`src/hdl/tdm_timing_pkg.sv`:
```
// Constants, field layouts and helpers for the TDM front-end timing block.
// Assumes one 100 MHz system clock samples every pin of the serial side.
package tdm_timing_pkg;

    // ------------------------------------------------------------------
    // sizes
    // ------------------------------------------------------------------
    localparam int STREAMS = 16;
    localparam int RATE_W = 4;
    localparam int ADDR_W = 14;
    localparam int REG_W = 16;
    localparam int EDGE_W = 11;
    localparam int BYTE_W = 8;
    localparam int CHAN_W = 8;
    localparam int SID_W = 4;
    localparam int SUM_W = 13;
    localparam int CNT_W = 16;
    localparam int WORD_W = SID_W + CHAN_W + BYTE_W;
    localparam int BYTE_MSB = BYTE_W - 1;
    localparam int CHAN_LSB = 3;

    // ------------------------------------------------------------------
    // control field positions
    // ------------------------------------------------------------------
    localparam int BIDIR_BIT = 6;
    localparam int CKSEL_LSB = 5;
    localparam int CKSEL_W = 2;
    localparam int FP_POL_BIT = 7;
    localparam int CK_POL_BIT = 8;
    localparam int FP_POS_BIT = 9;

    // ------------------------------------------------------------------
    // encodings
    // ------------------------------------------------------------------
    localparam logic [CKSEL_W-1:0] CKSEL_4M = 2'h0;
    localparam logic [CKSEL_W-1:0] CKSEL_8M = 2'h1;
    localparam logic [CKSEL_W-1:0] CKSEL_16M = 2'h2;
    localparam logic [CKSEL_W-1:0] CKSEL_RESERVED = 2'h3;
    localparam logic [RATE_W-1:0] RATE_2M = 4'h1;
    localparam logic [RATE_W-1:0] RATE_4M = 4'h2;
    localparam logic [RATE_W-1:0] RATE_8M = 4'h3;
    localparam logic [RATE_W-1:0] RATE_16M = 4'h4;
    localparam logic [SUM_W-1:0] CH_NONE = 13'h000;
    localparam logic [SUM_W-1:0] CH_2M = 13'h020;
    localparam logic [SUM_W-1:0] CH_4M = 13'h040;
    localparam logic [SUM_W-1:0] CH_8M = 13'h080;
    localparam logic [SUM_W-1:0] CH_16M = 13'h100;
    localparam logic [SUM_W-1:0] MAX_CHANNELS = 13'h400;
    localparam logic [3:0] SHIFT_BASE = 4'h1;
    localparam logic [2:0] FIRST_BIT = 3'h0;
    localparam logic [2:0] LAST_BIT = 3'h7;
    localparam logic [EDGE_W-1:0] EDGE_ONE = 11'h001;
    localparam logic [EDGE_W-1:0] EDGE_ZERO = 11'h000;

    // ------------------------------------------------------------------
    // timing
    // ------------------------------------------------------------------
    localparam int CLK_MHZ = 100;
    localparam int CLK_NS = 10;
    localparam int RESET_MIN_NS = 1000;
    localparam int RESET_MIN_CYCLES = (RESET_MIN_NS + CLK_NS - 1) / CLK_NS;
    localparam int POWERUP_US = 500;
    localparam int POWERUP_CYCLES = POWERUP_US * CLK_MHZ;

    // ------------------------------------------------------------------
    // types and helpers
    // ------------------------------------------------------------------
    typedef struct packed {
        logic ok;
        logic [3:0] shift;
    } rate_cfg_s;

    typedef struct packed {
        logic ck;
        logic fp;
        logic output_drive_enable;
        logic busStyle;
        logic [ADDR_W-1:0] addr;
        logic [STREAMS-1:0] serialIn;
        logic [STREAMS-1:0] pinIn;
    } pins_s;

    // clock edges per bit is 2**shift; 16.384 Mbps alone may use one edge
    function automatic rate_cfg_s rateConfig(input logic [1:0] clkSel,
                                             input logic [3:0] rate);
        rate_cfg_s r;
        logic [3:0] top;
        logic [3:0] idx;
        top = {2'h0, clkSel} + SHIFT_BASE;
        idx = rate - RATE_2M;
        r.shift = top - idx;
        r.ok = (rate >= RATE_2M) && (rate <= RATE_16M)
            && (clkSel != CKSEL_RESERVED)
            && ((top > idx) || ((top == idx) && (rate == RATE_16M)));
        return r;
    endfunction

    function automatic logic [SUM_W-1:0] chanCount(input logic [3:0] rate);
        logic [SUM_W-1:0] c;
        case (rate)
            RATE_2M: c = CH_2M;
            RATE_4M: c = CH_4M;
            RATE_8M: c = CH_8M;
            RATE_16M: c = CH_16M;
            default: c = CH_NONE;
        endcase
        return c;
    endfunction

endpackage

```
`src/hdl/word_stream_if.sv`:
```
// Valid/ready word carrier between the timing core and its buffer.
// Assumes both ends run on the same clock.
`timescale 1ns/1ps
interface word_stream_if #(parameter int W = 20);
    logic valid;
    logic ready;
    logic [W-1:0] data;
    modport source(output valid, output data, input ready);
    modport sink(input valid, input data, output ready);
endinterface

```
`src/hdl/tdm_stream_rate_timing_config.sv`:
```
// Frame timing, stream rates and pin handling of a 16-stream TDM switch.
// Assumes bit clock and frame pulse come from a backplane source and are
// sampled by the 100 MHz clock; config words come from same-clock logic.
`timescale 1ns/1ps

// Summary of operation
// - host address pins, fourteen lines, are captured to select registers
// - bus style pin high or open means data-strobe bus, low separate strobes
// - reset turns off stream drivers, restores defaults, clears counters
// - bidirectional bit forces inputs low and runs output pins two-way
// - each input stream rate comes from its own four-bit rate field
// - each output stream rate comes from its own four-bit rate field
// - output rates are set independently of input rates
// - streams carry 32, 64, 128 or 256 channels per frame by rate
// - enabled input or output channels above 1024 per direction is flagged as unsupported
// - streams are enabled whole, never partly
// - two-bit clock select gives clock frequency and frame pulse width
// - reset default is negative clock and default frame pulse format
// - clock polarity bit selects positive-going clock format
// - frame pulse position and polarity both set select GCI-Bus pulse
// - frame pulse and bit clock set frame boundary and sample instants
// - outputs are timed from the same frame pulse and bit clock
// - drive enable pin high enables the pins of enabled output streams with a usable rate once framed, low floats them
module tdm_stream_rate_timing_config
    import tdm_timing_pkg::*;
#(
    parameter int POWERUP_WAIT = tdm_timing_pkg::POWERUP_CYCLES
) (
    // clock and reset
    input wire logic clock,
    input wire logic resetn,
    input wire logic clockEn,
    // configuration words
    input wire logic [tdm_timing_pkg::REG_W-1:0] internalModeRegister,
    input wire logic [tdm_timing_pkg::REG_W-1:0] mainControlRegister,
    input wire logic [tdm_timing_pkg::STREAMS-1:0]
        [tdm_timing_pkg::RATE_W-1:0] inRateField,
    input wire logic [tdm_timing_pkg::STREAMS-1:0]
        [tdm_timing_pkg::RATE_W-1:0] outRateField,
    input wire logic [tdm_timing_pkg::STREAMS-1:0] inStreamEnable,
    input wire logic [tdm_timing_pkg::STREAMS-1:0] outStreamEnable,
    // serial side pins
    input wire logic inputBitClock,
    input wire logic inputFramePulse,
    input wire logic outputDriveEnable,
    input wire logic [tdm_timing_pkg::STREAMS-1:0] serialInputStreams,
    input wire logic [tdm_timing_pkg::STREAMS-1:0] serialOutputStreamsIn,
    output logic [tdm_timing_pkg::STREAMS-1:0] serialOutputStreamsOut,
    output logic [tdm_timing_pkg::STREAMS-1:0] serialOutputStreamsOe,
    // host port pins
    input wire logic busStyleSelect,
    input wire logic [tdm_timing_pkg::ADDR_W-1:0] portAddressLines,
    // transmit bytes, one per output stream, taken at channel start
    input wire logic [tdm_timing_pkg::STREAMS-1:0]
        [tdm_timing_pkg::BYTE_W-1:0] txData,
    // received words {stream, channel, byte}
    output logic rxValid,
    output logic [tdm_timing_pkg::WORD_W-1:0] rxData,
    input wire logic rxReady,
    // status
    output logic frameStart,
    output logic capacityError,
    output logic rateError,
    output logic clockCodeReserved,
    output logic overrun,
    output logic portAccessReady,
    output logic dataStrobeBus,
    output logic [tdm_timing_pkg::ADDR_W-1:0] hostAddress
);
    import tdm_timing_pkg::*;

    // ------------------------------------------------------------------
    // state
    // ------------------------------------------------------------------
    typedef struct packed {
        logic ckPrev;
        logic framed;
        logic [EDGE_W-1:0] edgeCount;
        logic [STREAMS-1:0][BYTE_W-1:0] inShift;
        logic [STREAMS-1:0][BYTE_W-1:0] inHold;
        logic [STREAMS-1:0][CHAN_W-1:0] inChan;
        logic [STREAMS-1:0] pending;
        logic [STREAMS-1:0][BYTE_W-1:0] outShift;
        logic [STREAMS-1:0] pinOut;
        logic [STREAMS-1:0] pinOe;
        logic frameStart;
        logic capacityErr;
        logic rateErr;
        logic ckReserved;
        logic overrun;
        logic [CNT_W-1:0] readyCnt;
        logic portReady;
        logic busStrobe;
        logic [ADDR_W-1:0] addr;
    } state_s;

    state_s q, d;

    // ------------------------------------------------------------------
    // pin synchronisers
    // ------------------------------------------------------------------
    pins_s pinsRaw, pinsSync;

    assign pinsRaw = {inputBitClock, inputFramePulse, outputDriveEnable,
        busStyleSelect, portAddressLines, serialInputStreams,
        serialOutputStreamsIn};

    pin_sync #(.W($bits(pins_s))) pinSyncInst (
        .clock(clock),
        .resetn(resetn),
        .clockEn(clockEn),
        .asyncIn(pinsRaw),
        .syncOut(pinsSync)
    );

    // ------------------------------------------------------------------
    // control decode
    // ------------------------------------------------------------------
    logic bidir, gciPulse, ckActive, fpActive, ckEdge;
    logic [CKSEL_W-1:0] clkSel;
    logic [STREAMS-1:0] inData;

    assign bidir = internalModeRegister[BIDIR_BIT];
    assign clkSel = mainControlRegister[CKSEL_LSB +: CKSEL_W];
    // zero control word means negative clock, active-low pulse
    assign ckActive = mainControlRegister[CK_POL_BIT];
    assign gciPulse = mainControlRegister[FP_POS_BIT]
        && mainControlRegister[FP_POL_BIT];
    assign fpActive = gciPulse ? pinsSync.fp : !pinsSync.fp;
    assign ckEdge = (pinsSync.ck != q.ckPrev)
        && (pinsSync.ck == ckActive);
    // in two-way mode the dedicated inputs are held low; pins read back
    // only while the stream is not driving them
    assign inData = bidir ? (pinsSync.pinIn & ~q.pinOe)
        : pinsSync.serialIn;

    // ------------------------------------------------------------------
    // per-stream rate decode
    // ------------------------------------------------------------------
    rate_cfg_s [STREAMS-1:0] inCfg, outCfg;
    logic [STREAMS-1:0] inOn, outOn, inBitEnd, outBitStart, badRate;
    logic [STREAMS-1:0][EDGE_W-1:0] inPos, outPos;
    logic [STREAMS-1:0][SUM_W-1:0] inChans, outChans;

    genvar g;
    generate
        for (g = 0; g < STREAMS; g++) begin : gStream
            logic [EDGE_W-1:0] inMask;
            logic [EDGE_W-1:0] outMask;
            assign inCfg[g] = rateConfig(clkSel, inRateField[g]);
            assign outCfg[g] = rateConfig(clkSel, outRateField[g]);
            assign inOn[g] = inStreamEnable[g] && inCfg[g].ok;
            assign outOn[g] = outStreamEnable[g] && outCfg[g].ok;
            assign inMask = (EDGE_ONE << inCfg[g].shift) - EDGE_ONE;
            assign outMask = (EDGE_ONE << outCfg[g].shift) - EDGE_ONE;
            assign inPos[g] = q.edgeCount >> inCfg[g].shift;
            assign outPos[g] = q.edgeCount >> outCfg[g].shift;
            assign inBitEnd[g] = (q.edgeCount & inMask) == inMask;
            assign outBitStart[g] = (q.edgeCount & outMask) == EDGE_ZERO;
            assign inChans[g] = inStreamEnable[g]
                ? chanCount(inRateField[g]) : CH_NONE;
            assign outChans[g] = outStreamEnable[g]
                ? chanCount(outRateField[g]) : CH_NONE;
            // a clock too slow for the rate is flagged, not run
            assign badRate[g] = (inStreamEnable[g] && !inCfg[g].ok)
                || (outStreamEnable[g] && !outCfg[g].ok);
        end
    endgenerate

    // ------------------------------------------------------------------
    // received word buffer
    // ------------------------------------------------------------------
    word_stream_if #(.W(WORD_W)) fillBus();
    word_stream_if #(.W(WORD_W)) drainBus();

    word_buffer #(.W(WORD_W)) bufferInst (
        .clock(clock),
        .resetn(resetn),
        .clockEn(clockEn),
        .fill(fillBus.sink),
        .drain(drainBus.source)
    );

    assign rxValid = drainBus.valid;
    assign rxData = drainBus.data;
    assign drainBus.ready = rxReady;

    // lowest pending stream wins; one word a cycle is far above line rate
    logic [SID_W-1:0] pickId;
    always_comb begin
        pickId = '0;
        for (int i = STREAMS - 1; i >= 0; i--) begin
            if (q.pending[i]) begin
                pickId = SID_W'(i);
            end
        end
    end

    assign fillBus.valid = |q.pending;
    assign fillBus.data = {pickId, q.inChan[pickId], q.inHold[pickId]};

    // ------------------------------------------------------------------
    // next state
    // ------------------------------------------------------------------
    logic [SUM_W-1:0] inSum, outSum;
    logic [BYTE_W-1:0] inNext, outSrc;

    always_comb begin
        d = q;
        inSum = CH_NONE;
        outSum = CH_NONE;
        inNext = '0;
        outSrc = '0;
        d.ckPrev = pinsSync.ck;
        d.frameStart = 1'b0;
        d.busStrobe = pinsSync.busStyle;
        d.addr = pinsSync.addr;
        d.ckReserved = (clkSel == CKSEL_RESERVED);
        d.rateErr = |badRate;
        for (int i = 0; i < STREAMS; i++) begin
            inSum = inSum + inChans[i];
            outSum = outSum + outChans[i];
        end
        d.capacityErr = (inSum > MAX_CHANNELS)
            || (outSum > MAX_CHANNELS);
        if (q.readyCnt != CNT_W'(POWERUP_WAIT)) begin
            d.readyCnt = q.readyCnt + 1'b1;
        end
        d.portReady = (q.readyCnt == CNT_W'(POWERUP_WAIT));
        if (fillBus.valid && fillBus.ready) begin
            d.pending[pickId] = 1'b0;
        end
        if (d.ckReserved) begin
            d.framed = 1'b0;
            d.edgeCount = EDGE_ZERO;
        end else if (ckEdge && q.framed) begin
            d.edgeCount = q.edgeCount + EDGE_ONE;
            for (int i = 0; i < STREAMS; i++) begin
                if (inOn[i] && inBitEnd[i]) begin
                    inNext = {q.inShift[i][BYTE_MSB-1:0], inData[i]};
                    d.inShift[i] = inNext;
                    if (inPos[i][2:0] == LAST_BIT) begin
                        // a new byte wins over the pop of the old one
                        d.overrun = q.overrun | d.pending[i];
                        d.pending[i] = 1'b1;
                        d.inHold[i] = inNext;
                        d.inChan[i] = inPos[i][CHAN_LSB +: CHAN_W];
                    end
                end
                if (outOn[i] && outBitStart[i]) begin
                    outSrc = (outPos[i][2:0] == FIRST_BIT)
                        ? txData[i] : q.outShift[i];
                    d.pinOut[i] = outSrc[BYTE_MSB];
                    d.outShift[i] = {outSrc[BYTE_MSB-1:0], 1'b0};
                end
            end
        end
        // the pulse edge still closes the last bit of the old frame
        if (ckEdge && fpActive && !d.ckReserved) begin
            d.framed = 1'b1;
            d.frameStart = 1'b1;
            d.edgeCount = EDGE_ZERO;
        end
        for (int i = 0; i < STREAMS; i++) begin
            d.pinOe[i] = pinsSync.output_drive_enable && outOn[i] && q.framed
                && !d.ckReserved;
        end
    end

    always_ff @(posedge clock or negedge resetn) begin
        if (!resetn) begin
            q <= '0;
        end else if (clockEn) begin
            q <= d;
        end
    end

    // ------------------------------------------------------------------
    // outputs
    // ------------------------------------------------------------------
    assign serialOutputStreamsOut = q.pinOut;
    assign serialOutputStreamsOe = q.pinOe;
    assign frameStart = q.frameStart;
    assign capacityError = q.capacityErr;
    assign rateError = q.rateErr;
    assign clockCodeReserved = q.ckReserved;
    assign overrun = q.overrun;
    assign portAccessReady = q.portReady;
    assign dataStrobeBus = q.busStrobe;
    assign hostAddress = q.addr;
endmodule

```
`src/hdl/pin_sync.sv`:
```
// Two-flop synchroniser for a group of pins.
// Assumes the pins are asynchronous to clock; only the second stage leaves.
`timescale 1ns/1ps
module pin_sync #(parameter int W = 1) (
    // clock and reset
    input wire logic clock,
    input wire logic resetn,
    input wire logic clockEn,
    // pins
    input wire logic [W-1:0] asyncIn,
    output logic [W-1:0] syncOut
);
    typedef struct packed {
        logic [W-1:0] meta;
        logic [W-1:0] stable;
    } sync_s;

    sync_s q;
    sync_s d;

    always_comb begin
        d = q;
        d.meta = asyncIn;
        d.stable = q.meta;
    end

    always_ff @(posedge clock or negedge resetn) begin
        if (!resetn) begin
            q <= '0;
        end else if (clockEn) begin
            q <= d;
        end
    end

    assign syncOut = q.stable;
endmodule

```
`src/hdl/word_buffer.sv`:
```
// Two-entry buffer: registered output word plus one spare slot.
// Assumes the filler honours ready; ready is a flop, so no comb path.
`timescale 1ns/1ps
module word_buffer #(parameter int W = 20) (
    // clock and reset
    input wire logic clock,
    input wire logic resetn,
    input wire logic clockEn,
    // streams
    word_stream_if.sink fill,
    word_stream_if.source drain
);
    typedef struct packed {
        logic outValid;
        logic [W-1:0] outData;
        logic spareValid;
        logic [W-1:0] spareData;
    } buf_s;

    buf_s q;
    buf_s d;
    logic push;
    logic pop;

    always_comb begin
        d = q;
        push = fill.valid && !q.spareValid;
        pop = q.outValid && drain.ready;
        if (pop) begin
            d.outValid = q.spareValid;
            d.outData = q.spareData;
            d.spareValid = 1'b0;
        end
        if (push) begin
            if (!q.outValid || pop) begin
                d.outValid = 1'b1;
                d.outData = fill.data;
            end else begin
                d.spareValid = 1'b1;
                d.spareData = fill.data;
            end
        end
    end

    always_ff @(posedge clock or negedge resetn) begin
        if (!resetn) begin
            q <= '0;
        end else if (clockEn) begin
            q <= d;
        end
    end

    assign fill.ready = !q.spareValid;
    assign drain.valid = q.outValid;
    assign drain.data = q.outData;
endmodule

```
`config.mk`:
```
export PLATFORM = sky130hd
export DESIGN_NAME = tdm_stream_rate_timing_config
export DESIGN_NICKNAME = d
export VERILOG_FILES = /design/src/hdl/tdm_timing_pkg.sv /design/src/hdl/word_stream_if.sv /design/src/hdl/tdm_stream_rate_timing_config.sv /design/src/hdl/pin_sync.sv /design/src/hdl/word_buffer.sv
export SDC_FILE = /design/constraint.sdc
export NUM_CORES = 2
export LEC_CHECK = 0
export BUFFER_PORTS_ARGS = -buffer_cell sky130_fd_sc_hd__buf_2
export CAP_MARGIN = 20
export CELL_PAD_IN_SITES_DETAIL_PLACEMENT = 2
export CELL_PAD_IN_SITES_GLOBAL_PLACEMENT = 2
export CORE_MARGIN = 5
export CORE_UTILIZATION = 35
export DETAILED_ROUTE_END_ITERATION = 12
export GPL_TIMING_DRIVEN = 1
export PLACE_DENSITY = 0.74
export SLEW_MARGIN = 20
export SYNTH_ARGS = -nofsm -noshare
export SYNTH_HDL_FRONTEND = slang
export SYNTH_SLANG_ARGS = --single-unit
```
`constraint.sdc`:
```
create_clock -name clock -period 3.3 [get_ports clock]
set_input_delay 0.66 -clock clock [delete_from_list [all_inputs] [get_ports clock]]
set_output_delay 0.66 -clock clock [all_outputs]
set_load 0.05 [all_outputs]
```
==> results.txt, run 1 <==
post-synthesis sequential area ratio - 29.66%
Starting Density - 35.07%
Placed Area - 79,740 um2
grt ovf - 26
synth top area cells - dfrtp_1, mux2_2, ha_1
antenna violations before repair - 69
pin count of the biggest net entering global routing - 110
Fail Step - global routing (5_1_grt)
Mapped Cells - 6,940
Post-Syn Area - 60,750 um2
number of synthesized flops with an enable pin - 0
most instantiated cells after synthesis - nand2_1, dfrtp_1, mux2_2, nor2_1, a21oi_1
flops & latches, synth - 720
root buffer cell - clkbuf_16
post-GRT worst EP - capacityError$_DFFE_PN0P_/D
Synth warnings - 0
GRT Overall Usage - 64.17%
Mean Syn Cell Area - 8.754 um2
Synth Flop Type - dfrtp_1
category of the worst endpoint - sequential cell input
die height - 426.6 um
clock buffer depth - 3
Post-synth ARST share - 100.0%
top-area cell type share of the netlist area - 29.66%
RD Place Congestion - 0.9371
H-tree depth - 3
Port Buf Inserts - 421
Num CTS Buffers - 87
clk sinks - 720
count leader, synth - nand2_1
DP Wirelength - 247.5 mm
syn_nets - 7,759
IO Pins - 448
Die W - 426.6 um
row count - 153
cell taking the most area after synthesis - dfrtp_1
status - did not finish
tool error - [ERROR GRT-0232] Routing congestion too high. Check the congestion heatmap in the GUI.
post-place setup slack - -3.062 ns
synth unique cells - 113
cells by family after synthesis:
logic type / Yosys count / synth area share (%)
adder cells (fa/ha/maj): 474 / 11.10
AND/OR/NAND/NOR: 2188 / 17.31
XOR/XNOR: 228 / 3.287
flip-flops: 720 / 29.66
multiplexers: 823 / 15.23
buffers and inverters: 918 / 6.261
AO/OA/AOI/OAI: 1589 / 17.16
what timing repair did:
action                     CTS
gates resized for setup    473
hold endpoints to repair    36
hold buffers                 1
cloned                      16
buffers inserted           126
pin swaps                  177
setup endpoints to repair  529
routing by layer:
metal | GRT usage, % | GRT overflow
met5 | 19.46 | 0
met4 | 70.21 | 21
met3 | 44.67 | 1
met2 | 85.66 | 4
met1 | 59.91 | 0
through the flow:
| step | instances | utilization, % | TNS, ns |
|---|---|---|---|
| 2_1_floorplan | 6940 | - | -582.48 |
| 3_5_place_dp | 10840 | 46.03 | -927.32 |
| 3_3_place_gp | 10840 | 46.03 | -849.29 |
| 4_1_cts | 11140 | 49.81 | -441.40 |
==> inputs of run 2 (changes only) <==
CELL_PAD_IN_SITES_DETAIL_PLACEMENT = not set   (was 2)
CELL_PAD_IN_SITES_GLOBAL_PLACEMENT = not set   (was 2)
CORE_UTILIZATION = 25   (was 35)
PLACE_DENSITY = not set   (was 0.74)
PLACE_DENSITY_LB_ADDON = 0.15   (was not set)
clock period = 4.3 ns   (was 3.3 ns; I/O delays follow)
==> run 2 against run 1 <==
  * The flow now finishes, with violations (setup timing)
  * Synthesized cell count stayed put
  * Area after synthesis did not move
==> results.txt, run 2 <==
CTS tree - built
synth unique cells - 113 (unchanged)
cell taking the most area after synthesis - dfrtp_1 (unchanged)
vias in the first global route - 61,590
Synth Area in Compound Gates - 17.16% (unchanged)
synth top area cells - dfrtp_1, mux2_2, ha_1 (unchanged)
most common cell after layout, fill and taps aside - buf_4
Tightest Pin Transition - 1.142 ns
pin count of the biggest net entering global routing - 85
FF-to-FF End - overrun
data required time at the worst endpoint - 4.95 ns
Final Cycle Share - 127.9%
Leak Pwr - 39.76 nW
Reg clk slew, reported paths - 0.07 ns
Post-Layout Inst Area - 86,860 um2
status - finished with violations (was did not finish)
GRT Overall Usage - 21.41%
count leader, synth - nand2_1 (unchanged)
Routed WL - 278.9 mm
Synth warnings - 0 (unchanged)
flops & latches, synth - 720 (unchanged)
P&R area growth vs syn - 42.97%
Top reg by flops - q
via count - 60,150
final hold violations - 0
Largest register FFs - 525
placed cell count - 11,580 (was 10,840)
setup ws final - -1.202 ns
most instantiated cells after synthesis - nand2_1, dfrtp_1, mux2_2, nor2_1, a21oi_1 (unchanged)
fmax - 181.8 MHz
Final Core Density - 35.81%
RSZ-0062 raised after global routing - true
wire length per cell - 23.42 um
worst-path fanout max - 2
Die W - 503.0 um (was 426.6 um)
non-filler instance count after layout - 11,910
Starting Density - 25.05% (was 35.07%)
drt first pass iters - 6
die height - 503.0 um (was 426.6 um)
post-place setup slack - -2.151 ns (was -3.062 ns)
Synth Flop Type - dfrtp_1 (unchanged)
vias per inst - 5.052
Post-synth ARST share - 100.0% (unchanged)
H-tree depth - 3 (unchanged)
Num CTS Buffers - 94 (was 87)
clock latency on the worst-skew pair - 0.77 ns
antenna violations before repair - 49
syn_nets - 7,759 (unchanged)
Reg-to-Reg Start - q[604]
post-layout min period - 5.502 ns
multiplexer area fraction after synthesis - 15.23% (unchanged)
Adder-Cell Fraction of Synth Area - 11.10% (unchanged)
core area - 242,500 um2
reg2reg setup slack - 0.66 ns
Mean Syn Cell Area - 8.754 um2 (unchanged)
cts hold-fix bufs - 0 (was 1)
r2r worst-path depth - 14
Pwr per Cell Area - 334.5 nW/um2
Synth Area in Simple Gates - 17.31% (unchanged)
root buffer cell - clkbuf_16 (unchanged)
row count - 181 (was 153)
number of remaining DRC errors - 0
share of cells above drive strength 1 - 40.90%
clock buffer depth - 3 (unchanged)
global-route wire length before repair - 408.2 mm
combinational family with the most area after synthesis - simple AND/OR/NAND/NOR gates (unchanged)
Max-Slew Margin vs Limit - 23.90%
top-area cell type share of the netlist area - 29.66% (unchanged)
most frequent cells in the layout - buf_4, nand2_1, dfrtp_1
Setup violations, final - 68
die area - 253,000 um2
IO Pins - 448 (unchanged)
DP Wirelength - 217.2 mm (was 247.5 mm)
Hold Crit Class - in -> async
Clock Skew - 0.07120 ns
Power Total - 0.02905 W
Mapped Cells - 6,940 (unchanged)
grt ovf - 0
number of max-cap violations - 0
clk sinks - 720 (unchanged)
RD Place Congestion - 0.9014 (was 0.9371)
CP arrival - 6.15 ns
Critical Path Start Type - input port
initial detailed-routing violation count - 4,153
Routed Antenna Nets - 0
Final nets - 9,432
Max Slew Vio Count - 0
CP Capture Type - register
WS Path Type - in -> reg
Fill cells - 24,830
Worst VDD drop - 0.3052 mV
failing checks - setup timing
Placed Area - 79,900 um2 (was 79,740 um2)
Post-Syn Area - 60,750 um2 (unchanged)
post-synthesis sequential area ratio - 29.66% (unchanged)
Post-Synth XOR/XNOR Area - 3.287% (unchanged)
number of synthesized flops with an enable pin - 0 (unchanged)
Port Buf Inserts - 421 (unchanged)
-- run 2: cell counts after synthesis --
Identical to the previous run, type by type.
-- run 2: metrics by stage --
| stage | hold slack (ns) | TNS [ns] |
|---|---|---|
| global route | 0.1138 | -9.377 |
| detailed placement | 0.4639 | -421.27 |
| CTS | 0.08144 | -4.232 |
| finish | 0.1342 | -3.969 |
| global placement | 0.4585 | -421.48 |
| floorplan | 0.4425 | -170.55 |
-- run 2: layout make-up --
| type | instances | area (um2) | share of cell area, % |
|---|---|---|---|
| Multi-Input combinational cell | 5302 | 43460 | 50.04 |
| Sequential cell | 720 | 18050 | 20.78 |
| Timing Repair Buffer | 2111 | 16490 | 18.98 |
| Tap cell | 3202 | 4006 | 4.612 |
| Clock buffer | 121 | 2585 | 2.976 |
| Inverter | 384 | 1533 | 1.765 |
| Clock inverter | 50 | 703.2 | 0.8095 |
| Antenna cell | 16 | 40.04 | 0.04609 |
-- run 2: timing repair --
item	in CTS	in global routing
endpoints found under the setup margin	292	461
pin swaps	102	148
cloned	9	6
setup buffers	78	54
gates resized for setup	244	276
-- run 2: logic make-up after synthesis --
family | count (synthesis)
xor+xnor | 228
compound gates | 1589
flops | 720
buf+inv | 918
mux | 823
simple gates | 2188
fa+ha+maj | 474
-- run 2: metal layers --
layer	part of all wire (%)	vias up	GRT usage, %
met1	43	29760	27.06
met3	5.3	458	3.522
met2	47	1651	36.25
met4	4.8	44	8.767
met5	0.099	-	0
li1	-	28230	-
-- run 2: worst max path at each step --
stage / from / end / slack (ns) / cells after the start
2_1_floorplan: outRateField[58] / capacityError / -1.41 / 19
3_3_place_gp: inRateField[14] / capacityError / -2.17 / 17
3_5_place_dp: inRateField[14] / capacityError / -2.15 / 17
5_1_grt: inRateField[7] / capacityError / -1.36 / 24
6_report: outRateField[7] / capacityError / -1.20 / 19
4_1_cts: outRateField[2] / capacityError / -1.12 / 22
-- run 2: worst max-delay path, cell delays in order --
cell and delay (ns):
buf_2 0.10, nand2b_2 0.25, nor2_2 0.13, buf_4 0.12, nand2_1 0.07, fa_1 0.50
inv_1 0.05, fa_1 0.51, fa_1 0.53, fa_1 0.58, fa_1 0.44, fa_1 0.50
ha_2 0.18, inv_2 0.04, fa_2 0.51, nor4b_2 0.21, a21oi_1 0.20, nor4_2 0.28
a21oi_1 0.09
-- run 2: where the power goes --
group / switching [W] / internal (W) / leakage, nW / total (W)
registers: 0.000186 / 0.00706 / 9.56 / 0.00724
clock network: 0.00340 / 0.00506 / 1.60 / 0.00846
logic: 0.00727 / 0.00608 / 28.6 / 0.0134
total: 0.0109 / 0.0182 / 39.8 / 0.0291
No activity file was read; power rests on OpenSTA's default activity.
